File: config.mk
export PLATFORM = sky130hd
export DESIGN_NAME = dma_engine
export DESIGN_NICKNAME = d
export VERILOG_FILES = /design/src/rtl/dma_pkg.sv /design/src/rtl/dma_fifo_if.sv /design/src/rtl/dma_engine.sv /design/src/rtl/dma_fifo.sv
export SDC_FILE = /design/constraint.sdc
export NUM_CORES = 1
export LEC_CHECK = 0
export BUFFER_PORTS_ARGS = -buffer_cell sky130_fd_sc_hd__buf_2
export CORE_MARGIN = 2
export CORE_UTILIZATION = 55
export DETAILED_ROUTE_END_ITERATION = 8
export HOLD_SLACK_MARGIN = 0.12
export PLACE_DENSITY = 0.74
export SLEW_MARGIN = 20
export SYNTH_ARGS = -nofsm -noshare
export SYNTH_HDL_FRONTEND = slang
export SYNTH_SLANG_ARGS = --single-unit
File: constraint.sdc
create_clock -name clk_sys_i -period 11.1 [get_ports clk_sys_i]
set_input_delay 1.665 -clock clk_sys_i [delete_from_list [all_inputs] [get_ports clk_sys_i]]
set_output_delay 1.665 -clock clk_sys_i [all_outputs]
set_load 0.005 [all_outputs]
File: src/rtl/dma_pkg.sv
/*
  Constants and types shared by the four-channel transfer engine.
  Assumes nothing of its surroundings.
*/
`default_nettype none
package dma_pkg;
  // ==========
  // Register offsets on reg_addr_i
  localparam logic [3:0] OFS_CMD = 4'h8;
  localparam logic [3:0] OFS_STATUS = 4'h8;
  localparam logic [3:0] OFS_REQ = 4'h9;
  localparam logic [3:0] OFS_MASK_ONE = 4'hA;
  localparam logic [3:0] OFS_MODE = 4'hB;
  localparam logic [3:0] OFS_CLR_FF = 4'hC;
  localparam logic [3:0] OFS_MASTER_CLR = 4'hD;
  localparam logic [3:0] OFS_TEMP = 4'hD;
  localparam logic [3:0] OFS_CLR_MASK = 4'hE;
  localparam logic [3:0] OFS_MASK_ALL = 4'hF;
  // ==========
  // Command bit positions
  localparam int CMD_MEM2MEM = 0;
  localparam int CMD_DISABLE = 2;
  localparam int CMD_COMPRESS = 3;
  localparam int CMD_ROTATE = 4;
  localparam int CMD_EXT_WRITE = 5;
  localparam int CMD_REQ_LOW = 6;
  localparam int CMD_ACK_HIGH = 7;
  // ==========
  // Mode field positions (6 stored bits)
  localparam int MD_TYPE_LSB = 0;
  localparam int MD_AUTO = 2;
  localparam int MD_DEC = 3;
  localparam int MD_SEL_LSB = 4;
  localparam logic [1:0] TYPE_VERIFY = 2'h0;
  localparam logic [1:0] TYPE_WRITE = 2'h1;
  localparam logic [1:0] TYPE_READ = 2'h2;
  localparam logic [1:0] SEL_DEMAND = 2'h0;
  localparam logic [1:0] SEL_SINGLE = 2'h1;
  localparam logic [1:0] SEL_BLOCK = 2'h2;
  localparam logic [1:0] SEL_CASCADE = 2'h3;
  // ==========
  // Reset values
  localparam logic [7:0] RST_CMD = 8'h00;
  localparam logic [3:0] RST_MASK = 4'hF;
  localparam logic [1:0] RST_LAST = 2'h3;
  localparam logic [15:0] RST_WORD = 16'h0000;
  localparam logic [5:0] RST_MODE = 6'h00;
  // ==========
  // Engine states
  typedef enum logic [6:0] {
    ST_IDLE = 7'h01,
    ST_HOLD = 7'h02,
    ST_ADDR = 7'h04,
    ST_READ = 7'h08,
    ST_WRITE = 7'h10,
    ST_FINAL = 7'h20,
    ST_CASC = 7'h40
  } dma_state_t;
endpackage : dma_pkg
`default_nettype wire
File: src/rtl/dma_fifo_if.sv
/*
  Valid/ready carrier between the engine and its data buffer.
  Assumes both ends share one clock.
*/
`timescale 1ns/100ps
`default_nettype none
interface dma_fifo_if #(parameter int W = 8) ();
  logic in_valid;
  logic in_ready;
  logic [W-1:0] in_data;
  logic out_valid;
  logic out_ready;
  logic [W-1:0] out_data;
  modport fifo_side (input in_valid, in_data, out_ready, output in_ready, out_valid, out_data);
  modport user_side (output in_valid, in_data, out_ready, input in_ready, out_valid, out_data);
endinterface : dma_fifo_if
`default_nettype wire

File: src/rtl/dma_engine.sv
/*
  Four-channel transfer engine: priority, hold handshake, transfer
  sequencing and per-channel address and count registers.
  Assumes all inputs synchronous to clk_sys_i; two-way pins are
  resolved outside from the enables.
*/
// Behaviour
// Read type pulses memory read and io write low, others high.
// Write type pulses memory write and io read low, others high.
// Verify keeps strobes driven high, ignores ready, outputs address.
// Memory copy alternates channel 0 source and channel 1 destination.
// Each copied byte is a four-state read then four-state write.
// Memory copy ignores the transfer type of channels 0 and 1.
// Copy starts by software request 0; acks idle, address enable high.
// Host sets equal counts, block mode and all masks before copy.
// Command bit 4 low gives fixed priority, channel 0 highest.
// Command bit 4 high rotates; serviced channel becomes lowest.
// Single mode moves one word per grant, then one idle state.
// Block mode runs to terminal count despite request dropping.
// Terminal count on count wrap or end-of-process before strobes.
// Address state skipped when upper address byte is unchanged.
// Demand mode runs while request active, resumes later.
// Cascade grant asserts only ack; bus pins float, enables low.
// End-of-process never ends a cascade operation.
// Auto-initialise reloads current registers from base at terminal count.
// Terminal count sets the mask bit unless auto-initialising.
// Extended write starts write strobe in the read strobe state.
// Compressed timing drops write state; ignored for memory copy.
// 16-bit current address steps per word; writes also load base.
// Wait in request state until grant; grant one clock after request; the host model grants two clocks after, five with slow_i.
// Read strobe in strobe state, write in write state; final updates.
// Ready low inserts wait states holding strobes and address.
// Requests active high, acks active low after reset; invertible.
`timescale 1ns/100ps
`default_nettype none
module dma_engine
  import dma_pkg::*;
#(
  parameter int FIFO_DEPTH = 16
) (
  // Clock and reset
  input wire logic clk_sys_i,
  input wire logic arst_n_i,
  // Host register port
  input wire logic reg_cs_n_i,
  input wire logic [3:0] reg_addr_i,
  input wire logic reg_rd_i,
  input wire logic reg_wr_i,
  input wire logic [7:0] reg_wdata_i,
  output logic [7:0] reg_rdata_o,
  // Hold handshake
  output logic bus_hold_request_o,
  input wire logic bus_hold_grant_i,
  // Channel handshake
  input wire logic [3:0] channel_request_i,
  output logic [3:0] channel_ack_o,
  input wire logic ready_i,
  input wire logic end_of_process_n_i,
  output logic end_of_process_oe_o,
  // Transfer bus
  output logic addr_enable_out_o,
  output logic upper_addr_latch_strobe_o,
  output logic [7:0] addr_o,
  output logic addr_oe_o,
  input wire logic [7:0] data_i,
  output logic [7:0] data_o,
  output logic data_oe_o,
  output logic mem_read_strobe_n_o,
  output logic mem_write_strobe_n_o,
  output logic io_read_strobe_n_o,
  output logic io_write_strobe_n_o,
  output logic strobe_oe_o
);
  typedef struct packed {
    dma_state_t st;
    logic [3:0][15:0] cur_addr;
    logic [3:0][15:0] base_addr;
    logic [3:0][15:0] cur_cnt;
    logic [3:0][15:0] base_cnt;
    logic [3:0][5:0] mode;
    logic [7:0] cmd;
    logic [3:0] mask;
    logic [3:0] sw_req;
    logic [3:0] tc_stat;
    logic [7:0] temp;
    logic ff;
    logic [1:0] chan;
    logic [1:0] last;
    logic mm;
    logic mm_wr;
    logic eop_seen;
    logic eop_oe;
    logic push;
    logic [7:0] push_data;
    logic pop;
    logic [7:0] rdata;
    logic bus_hold_request;
    logic addr_enable_out;
    logic upper_addr_latch_strobe;
    logic [3:0] ack;
    logic [7:0] addr;
    logic addr_oe;
    logic [7:0] dbo;
    logic db_oe;
    logic mem_read_strobe_n;
    logic mem_write_strobe_n;
    logic ior_n;
    logic iow_n;
    logic strobe_oe;
  } dma_core_t;

  dma_core_t s;
  dma_core_t n;
  logic [1:0] rst_sync;
  logic rst_n;
  logic [3:0] channel_request_act;
  logic [3:0] pend;
  logic [2:0] pk;
  logic [1:0] c;
  logic [1:0] tys;
  logic [1:0] ty;
  logic [15:0] ca;
  logic eop_now;
  logic tcev;
  logic hold;
  logic acc;
  logic act;
  logic rd_on;
  logic wr_on;

  dma_fifo_if #(.W(8)) fq ();

  dma_fifo #(.W(8), .D(FIFO_DEPTH)) u_fifo (
    .clk_sys_i(clk_sys_i),
    .rst_n_i(rst_n),
    .f(fq.fifo_side)
  );

  assign fq.in_valid = s.push;
  assign fq.in_data = s.push_data;
  assign fq.out_ready = s.pop;

  // ==========
  // Helpers
  function automatic logic [2:0] dma_pick(input logic [3:0] p, input logic [1:0] lo);
    logic [2:0] r;
    logic [1:0] k;
    r = 3'h0;
    for (int i = 4; i >= 1; i--)
    begin
      k = lo + 2'(i);
      if (p[k])
        r = {1'b1, k};
    end
    return r;
  endfunction : dma_pick

  function automatic logic [15:0] dma_step(input logic [15:0] a, input logic dec);
    return dec ? a - 16'h0001 : a + 16'h0001;
  endfunction : dma_step

  function automatic logic [15:0] dma_put(input logic [15:0] w, input logic hi, input logic [7:0] b);
    return hi ? {b, w[7:0]} : {w[15:8], b};
  endfunction : dma_put

  // ==========
  // Reset release
  always_ff @(posedge clk_sys_i or negedge arst_n_i)
  begin
    if (!arst_n_i)
      rst_sync <= 2'h0;
    else
      rst_sync <= {rst_sync[0], 1'b1};
  end
  assign rst_n = rst_sync[1];

  // ==========
  // Next state
  always_comb
  begin
    n = s;
    n.eop_oe = 1'b0;
    n.push = 1'b0;
    n.pop = 1'b0;
    // Request polarity
    channel_request_act = channel_request_i ^ {4{s.cmd[CMD_REQ_LOW]}};
    pend = (channel_request_act & ~s.mask) | s.sw_req;
    // Priority pick
    pk = dma_pick(pend, s.cmd[CMD_ROTATE] ? s.last : RST_LAST);
    c = s.chan;
    tys = s.mode[c][MD_TYPE_LSB +: 2];
    eop_now = !end_of_process_n_i && !s.eop_oe;
    tcev = 1'b0;
    // Wait states, not for verify
    hold = !ready_i && (s.mm || tys != TYPE_VERIFY);
    acc = !reg_cs_n_i && !bus_hold_grant_i;

    // Host access
    if (acc && reg_wr_i)
    begin
      if (!reg_addr_i[3])
      begin
        n.ff = !s.ff;
        // Address write loads base too
        if (!reg_addr_i[0])
        begin
          n.cur_addr[reg_addr_i[2:1]] = dma_put(s.cur_addr[reg_addr_i[2:1]], s.ff, reg_wdata_i);
          n.base_addr[reg_addr_i[2:1]] = dma_put(s.cur_addr[reg_addr_i[2:1]], s.ff, reg_wdata_i);
        end
        else
        begin
          n.cur_cnt[reg_addr_i[2:1]] = dma_put(s.cur_cnt[reg_addr_i[2:1]], s.ff, reg_wdata_i);
          n.base_cnt[reg_addr_i[2:1]] = dma_put(s.cur_cnt[reg_addr_i[2:1]], s.ff, reg_wdata_i);
        end
      end
      else
      begin
        unique case (reg_addr_i)
          OFS_CMD: n.cmd = reg_wdata_i;
          OFS_REQ: n.sw_req[reg_wdata_i[1:0]] = reg_wdata_i[2];
          OFS_MASK_ONE: n.mask[reg_wdata_i[1:0]] = reg_wdata_i[2];
          OFS_MODE: n.mode[reg_wdata_i[1:0]] = reg_wdata_i[7:2];
          OFS_CLR_FF: n.ff = 1'b0;
          OFS_MASTER_CLR:
          begin
            n.mask = RST_MASK;
            n.cmd = RST_CMD;
            n.temp = 8'h00;
            n.tc_stat = 4'h0;
            n.ff = 1'b0;
            n.sw_req = 4'h0;
          end
          OFS_CLR_MASK: n.mask = 4'h0;
          OFS_MASK_ALL: n.mask = reg_wdata_i[3:0];
          default: n.ff = s.ff;
        endcase
      end
    end
    else if (acc && reg_rd_i)
    begin
      if (!reg_addr_i[3])
      begin
        n.ff = !s.ff;
        ca = reg_addr_i[0] ? s.cur_cnt[reg_addr_i[2:1]] : s.cur_addr[reg_addr_i[2:1]];
        n.rdata = s.ff ? ca[15:8] : ca[7:0];
      end
      else if (reg_addr_i == OFS_STATUS)
      begin
        n.rdata = {channel_request_act, s.tc_stat};
        n.tc_stat = 4'h0;
      end
      else if (reg_addr_i == OFS_TEMP)
        n.rdata = s.temp;
      else
        n.rdata = 8'h00;
    end

    // Sequencer
    unique case (s.st)
      ST_IDLE:
      begin
        n.eop_seen = 1'b0;
        n.mm = 1'b0;
        n.mm_wr = 1'b0;
        // Request only while grant is low
        if (!s.cmd[CMD_DISABLE] && !bus_hold_grant_i)
        begin
          // Copy starts from software request 0
          if (s.cmd[CMD_MEM2MEM] && s.sw_req[0])
          begin
            n.mm = 1'b1;
            n.chan = 2'h0;
            n.st = ST_HOLD;
          end
          else if (pk[2])
          begin
            n.chan = pk[1:0];
            n.st = ST_HOLD;
          end
        end
      end
      ST_HOLD:
      begin
        n.eop_seen = s.eop_seen || eop_now;
        // Wait for grant
        if (bus_hold_grant_i)
        begin
          // Cascade only acknowledges
          if (!s.mm && s.mode[c][MD_SEL_LSB +: 2] == SEL_CASCADE)
            n.st = ST_CASC;
          else
            n.st = ST_ADDR;
        end
      end
      ST_CASC:
      begin
        // End-of-process ignored here
        if (!channel_request_act[c])
        begin
          n.last = c;
          n.st = ST_IDLE;
        end
      end
      ST_ADDR:
      begin
        n.eop_seen = s.eop_seen || eop_now;
        // Destination byte from buffer
        if (s.mm && s.mm_wr)
        begin
          if (fq.out_valid)
          begin
            n.temp = fq.out_data;
            n.pop = 1'b1;
            n.st = ST_READ;
          end
        end
        else
          n.st = ST_READ;
      end
      ST_READ:
      begin
        // Compressed skips write state
        if (s.cmd[CMD_COMPRESS] && !s.mm)
        begin
          if (!hold)
            n.st = ST_FINAL;
        end
        else
          n.st = ST_WRITE;
      end
      ST_WRITE:
      begin
        // Copy byte taken while read strobe low; hold if not ready
        n.push = s.mm && !s.mm_wr && !hold && fq.in_ready;
        n.push_data = data_i;
        if (!hold && !(s.mm && !s.mm_wr && !fq.in_ready))
          n.st = ST_FINAL;
      end
      ST_FINAL:
      begin
        // Update address and count
        n.cur_addr[c] = dma_step(s.cur_addr[c], s.mode[c][MD_DEC]);
        n.cur_cnt[c] = s.cur_cnt[c] - 16'h0001;
        // Terminal count
        tcev = (s.cur_cnt[c] == 16'h0000) || s.eop_seen;
        n.eop_seen = eop_now;
        if (s.mm && !s.mm_wr)
        begin
          // Source done; destination phase next
          n.mm_wr = 1'b1;
          n.chan = 2'h1;
          n.eop_seen = s.eop_seen || eop_now;
          n.st = ST_ADDR;
        end
        else if (tcev)
        begin
          for (int i = 0; i < 4; i++)
          begin
            if (i == int'(c) || (s.mm && i == 0))
            begin
              n.tc_stat[i] = 1'b1;
              // Auto-initialise reload
              if (s.mode[i][MD_AUTO])
              begin
                n.cur_addr[i] = s.base_addr[i];
                n.cur_cnt[i] = s.base_cnt[i];
              end
              // Mask after terminal count
              else
                n.mask[i] = 1'b1;
            end
          end
          n.eop_oe = !s.eop_seen;
          n.sw_req = 4'h0;
          n.last = c;
          n.st = ST_IDLE;
        end
        // Single ends; demand ends on drop
        else if (!s.mm && (s.mode[c][MD_SEL_LSB +: 2] == SEL_SINGLE ||
                 (s.mode[c][MD_SEL_LSB +: 2] == SEL_DEMAND && !channel_request_act[c])))
        begin
          n.sw_req = 4'h0;
          n.last = c;
          n.st = ST_IDLE;
        end
        else if (s.mm)
        begin
          // Back to the source
          n.mm_wr = 1'b0;
          n.chan = 2'h0;
          n.st = ST_ADDR;
        end
        // Continue, skipping unchanged upper byte
        else if (n.cur_addr[c][15:8] == s.cur_addr[c][15:8])
          n.st = ST_READ;
        else
          n.st = ST_ADDR;
      end
      default: n.st = ST_IDLE;
    endcase

    // Pin values for the state being entered
    ca = n.cur_addr[n.chan];
    ty = n.mode[n.chan][MD_TYPE_LSB +: 2];
    act = (n.st == ST_ADDR) || (n.st == ST_READ) || (n.st == ST_WRITE) || (n.st == ST_FINAL);
    rd_on = (n.st == ST_READ) || (n.st == ST_WRITE);
    // Early write strobe
    wr_on = (n.st == ST_WRITE) || ((n.st == ST_READ) &&
            (n.cmd[CMD_EXT_WRITE] || (n.cmd[CMD_COMPRESS] && !n.mm)));
    n.bus_hold_request = (n.st != ST_IDLE);
    // Address enable during transfers
    n.addr_enable_out = act;
    n.upper_addr_latch_strobe = (n.st == ST_ADDR);
    n.addr = ca[7:0];
    n.addr_oe = act;
    n.db_oe = (n.st == ST_ADDR) || (n.mm && n.mm_wr && rd_on);
    n.dbo = (n.st == ST_ADDR) ? ca[15:8] : n.temp;
    n.strobe_oe = act;
    // Strobes by type or copy phase
    n.mem_read_strobe_n = !(rd_on && (n.mm ? !n.mm_wr : ty == TYPE_READ));
    n.iow_n = !(wr_on && !n.mm && ty == TYPE_READ);
    n.mem_write_strobe_n = !(wr_on && (n.mm ? n.mm_wr : ty == TYPE_WRITE));
    n.ior_n = !(rd_on && !n.mm && ty == TYPE_WRITE);
    // Acknowledge with polarity
    for (int i = 0; i < 4; i++)
    begin
      n.ack[i] = (((act && !n.mm) || n.st == ST_CASC) && i == int'(n.chan)) ^ !n.cmd[CMD_ACK_HIGH];
    end
  end

  always_ff @(posedge clk_sys_i or negedge rst_n)
  begin
    if (!rst_n)
    begin
      s <= '0;
      s.st <= ST_IDLE;
      s.cur_addr <= {4{RST_WORD}};
      s.base_addr <= {4{RST_WORD}};
      s.cur_cnt <= {4{RST_WORD}};
      s.base_cnt <= {4{RST_WORD}};
      s.mode <= {4{RST_MODE}};
      s.cmd <= RST_CMD;
      s.mask <= RST_MASK;
      s.last <= RST_LAST;
      s.ack <= 4'hF;
      s.mem_read_strobe_n <= 1'b1;
      s.mem_write_strobe_n <= 1'b1;
      s.ior_n <= 1'b1;
      s.iow_n <= 1'b1;
    end
    else
      s <= n;
  end

  // ==========
  // Outputs
  assign reg_rdata_o = s.rdata;
  assign bus_hold_request_o = s.bus_hold_request;
  assign channel_ack_o = s.ack;
  assign end_of_process_oe_o = s.eop_oe;
  assign addr_enable_out_o = s.addr_enable_out;
  assign upper_addr_latch_strobe_o = s.upper_addr_latch_strobe;
  assign addr_o = s.addr;
  assign addr_oe_o = s.addr_oe;
  assign data_o = s.dbo;
  assign data_oe_o = s.db_oe;
  assign mem_read_strobe_n_o = s.mem_read_strobe_n;
  assign mem_write_strobe_n_o = s.mem_write_strobe_n;
  assign io_read_strobe_n_o = s.ior_n;
  assign io_write_strobe_n_o = s.iow_n;
  assign strobe_oe_o = s.strobe_oe;
endmodule : dma_engine
`default_nettype wire

File: src/rtl/dma_fifo.sv
/*
  Synchronous FIFO, width and depth as parameters.
  Assumes one clock and an already synchronised active-low reset.
*/
`timescale 1ns/100ps
`default_nettype none
module dma_fifo
  import dma_pkg::*;
#(
  parameter int W = 8,
  parameter int D = 16
) (
  input wire logic clk_sys_i,
  input wire logic rst_n_i,
  dma_fifo_if.fifo_side f
);
  localparam int AW = $clog2(D);
  localparam int CW = $clog2(D + 1);

  typedef struct packed {
    logic [AW-1:0] wp;
    logic [AW-1:0] rp;
    logic [CW-1:0] cnt;
  } dma_fifo_state_t;

  dma_fifo_state_t s;
  dma_fifo_state_t next_s;
  logic [W-1:0] mem [D];
  logic do_push;
  logic do_pop;

  assign f.in_ready = (s.cnt != CW'(D));
  assign f.out_valid = (s.cnt != '0);
  assign f.out_data = mem[s.rp];

  always_comb
  begin
    do_push = f.in_valid && f.in_ready;
    do_pop = f.out_valid && f.out_ready;
    next_s = s;
    if (do_push)
    begin
      next_s.wp = (s.wp == AW'(D - 1)) ? '0 : s.wp + AW'(1);
    end
    if (do_pop)
    begin
      next_s.rp = (s.rp == AW'(D - 1)) ? '0 : s.rp + AW'(1);
    end
    next_s.cnt = s.cnt + CW'(do_push) - CW'(do_pop);
  end

  always_ff @(posedge clk_sys_i or negedge rst_n_i)
  begin
    if (!rst_n_i)
      s <= '0;
    else
      s <= next_s;
  end

  always_ff @(posedge clk_sys_i)
  begin
    if (do_push)
      mem[s.wp] <= f.in_data;
  end
endmodule : dma_fifo
`default_nettype wire

==> impl_metrics.env <==
export IMPL_max_slew_margin_pct=29.79
export IMPL_cts_setup_buffers=0
export IMPL_crit_required_ps=11610
export IMPL_clock_skew_ps=31.62
export IMPL_crit_type="register to register"
export IMPL_syn_avg_cell_area_um2=11.51
export IMPL_clk_path_buf_depth=3
export IMPL_fmax_mhz=175.8
export IMPL_synth_fa_ha_area_share_pct=1.420
export IMPL_switchingPower_w=0.002438
export IMPL_grt_max_degree=83
export IMPL_yosys_area_share_simple_pct=10.00
export IMPL_fp_row_count=80
export IMPL_dr_pass1_iters=8
export IMPL_ctsHtreeMaxLevel=2
export IMPL_tightest_slew_ps=1053
export IMPL_timing_final_crit_share_pct=51.24
export IMPL_ys_types=101
export IMPL_grt_pass1_wl_mm=120.1
export IMPL_avgViaCountPerCell=6.853
export IMPL_status="completed"
export IMPL_ant_nets=0
export IMPL_synth_seq_cells=512
export IMPL_clkPwrFrac_pct=29.3
export IMPL_power_leakage_nw=11.43
export IMPL_die_y_um=224.0
export IMPL_wl_mm=78.29
export IMPL_p_seq_share_pct=36.1
export IMPL_cts_buffers=54
export IMPL_clock_latency_ps=630
export IMPL_gp_congestion=0.9180
export IMPL_netlist_area_mm2=0.02661
export IMPL_pre_cts_ws_ps=5493
export IMPL_via_count=20260
export IMPL_cts_tree="built"
export IMPL_placed_cell_area_mm2=0.02723
export IMPL_grt_pass1_vias=20030
export IMPL_cap_violations=0
export IMPL_antenna_found_initial=1
export IMPL_layout_drive_gt1_share_pct=17.56
export IMPL_synth_top_family_by_area="compound AO/OA/AOI/OAI gates"
export IMPL_io_pins=71
export IMPL_hold_buffers=0
export IMPL_drt_iter0_drc=2799
export IMPL_tns_ps=0
export IMPL_ys_async_sr_fraction_pct=75.00
export IMPL_fillCellCount=3696
export IMPL_synth_top_cells_by_area="dfrtp_1 (35%), edfxtp_1 (14%), mux4_2 (8.6%)"
export IMPL_intPower_w=0.004313
export IMPL_fin_ws_ps=5413
export IMPL_dieWidth_um=224.0
export IMPL_rsz0062_at_grt="no"
export IMPL_port_buffers=70
export IMPL_combPwrFrac_pct=34.7
export IMPL_worstPathMaxFanout=37
export IMPL_slew_viol_final=0
export IMPL_yosysSeqAreaShare_pct=50.63
export IMPL_setup_violations_final=0
export IMPL_whs_ps=352.3
export IMPL_overflow=0
export IMPL_start_util_pct=55.73
export IMPL_area_growth_pct=9.672
export IMPL_final_area_mm2=0.02918
export IMPL_end_kind="register"
export IMPL_min_path_type="register to register"
export IMPL_root_buffer="clkbuf_16"
export IMPL_dpl_hpwl_mm=50.49
export IMPL_synth_top_area_share_pct=34.70
export IMPL_die_area_mm2=0.05016
export IMPL_syn_inst=2312
export IMPL_startpoint_type="register"
export IMPL_drc=0
export IMPL_hold_viol=0
export IMPL_swShare_pct=36.11
export IMPL_synth_edf_count=128
export IMPL_post_cts_resized=0
export IMPL_min_period_ps=5687
export IMPL_synthXorXnorAreaFrac_pct=1.505
export IMPL_synth_compound_area_share_pct=16.50
export IMPL_irDropWorstVdd_uv=128.6
export IMPL_cts_clk_slew_worst_paths_ps=60
export IMPL_wl_per_cell_um=26.48
export IMPL_grt_total_usage_pct=31.45
export IMPL_synth_mux_area_fraction_pct=15.92
export IMPL_synthFlopType="dfrtp_1"
export IMPL_core_mm2=0.04775
export IMPL_synth_nets=2373
export IMPL_yosys_warnings=0
export IMPL_yosys_area_top_type="dfrtp_1"
export IMPL_fin_util_pct=61.12
export IMPL_cp_arrival_ps=6200
export IMPL_clock_sinks=512
export IMPL_finalNetCount=2356
export IMPL_p_per_area_mw_per_mm2=231.3
-- placed cells by master (no fill, tap or decap), types with 17 or more instances in the layout --
master       n
mux4_2     102
nand2_1    259
inv_1       33
edfxtp_1   128
xor2_1      17
clkbuf_16   54
nor2b_1     20
a211oi_1    18
buf_4       43
a21oi_1     88
nor3_1      33
mux2_2      41
o211ai_1    90
o21ai_0    186
o21a_1     132
ha_1        27
dfrtp_1    363
nand3_1     32
nor2_1     115
xnor2_1     26
mux2i_1    112
o22ai_1     29
a22oi_1     38
buf_2       70
-- path summary, 6_finish.rpt --
| path | start | end | slack (ps) | cells after the start |
|---|---|---|---|---|
| max in group asynchronous | rst_sync[1] | c[1] | 8530 | 2 |
| worst max-delay path | c[0] | channel_ack_o[1] | 5410 | 14 |
| worst min register to register | rst_sync[0] | rst_sync[1] | 350 | 0 |
| worst max register to register | c[0] | channel_ack_o[1] | 5410 | 14 |
| min in group asynchronous | rst_sync[1] | u_fifo.s[9] | 430 | 0 |
| worst min-delay path | rst_sync[0] | rst_sync[1] | 350 | 0 |
-- metal layers --
metal / up-vias / GRT usage [%] / part of all wire, %
met2: 1210 / 48.98 / 46
met3: 240 / 6.335 / 9.9
li1: 8620 / - / -
met5: - / 0 / 0.033
met4: 2 / 13.14 / 4.3
met1: 10190 / 43.41 / 40
-- through the flow --
stage                     power (W)  cells
after CTS                  0.006722   2956
after global routing       0.007045   2956
after floorplan            0.004121   2312
final                      0.006751   2957
after detailed placement   0.004745   2854
after global placement     0.004685   2854
-- power by group through the flow --
stage / logic, W / registers, W / clock network, W
floorplan: 0.00175 / 0.00237 / 0
global placement: 0.00224 / 0.00244 / 0
detailed placement: 0.00229 / 0.00245 / 0
CTS: 0.00230 / 0.00242 / 0.00200
global route: 0.00252 / 0.00246 / 0.00207
finish: 0.00234 / 0.00243 / 0.00198
-- synthesized netlist by cell type (all sizes together) (11+ instances only) --
cell type and count:
dfrtp 369, nand2 260, o21ai 189, o21a 132
edfxtp 128, nor2 123, mux4 114, mux2i 112
clkbuf 98, o211ai 91, a21oi 89, buf 89
mux2 44, a22oi 38, nor3 38, nand3 36
inv 34, o22ai 29, ha 27, xnor2 26
nor2b 20, a211oi 19, xor2 17, and3 15
dfstp 15, nand2b 14, a21o 12, and2 12
nand4 11
-- worst max-delay path: stages, from the launching register on --
cell       delay (ps)
dfrtp_2           710
buf_4             650
mux4_2            610
ha_1              370
a21oi_1           360
nor2b_1           270
a211oi_1          120
a2111oi_1         570
xnor2_1           330
xor2_1            190
nor4_4            510
o31a_4            260
inv_2             130
nor3_4            300
o211ai_1          160
-- layout make-up --
class / instances / area (um^2) / share of cell area (%)
clock inverters: 29 / 411.6 / 1.411
flip-flops and latches: 512 / 13480 / 46.20
repair buffers: 114 / 684.4 / 2.345
diodes: 1 / 2.502 / 0.008575
well taps: 615 / 769.5 / 2.637
clock buffers: 73 / 1533 / 5.252
inverters: 37 / 138.9 / 0.4759
multi-input cells: 1576 / 12160 / 41.68
-- kinds of logic after synthesis --
group / after synthesis
AO/OA/AOI/OAI: 662
AND/OR/NAND/NOR: 570
flip-flops: 512
multiplexers: 270
buffers and inverters: 224
XOR/XNOR: 44
adder cells (fa/ha/maj): 29
other: 1
No activity file was read; power rests on OpenSTA's default activity.
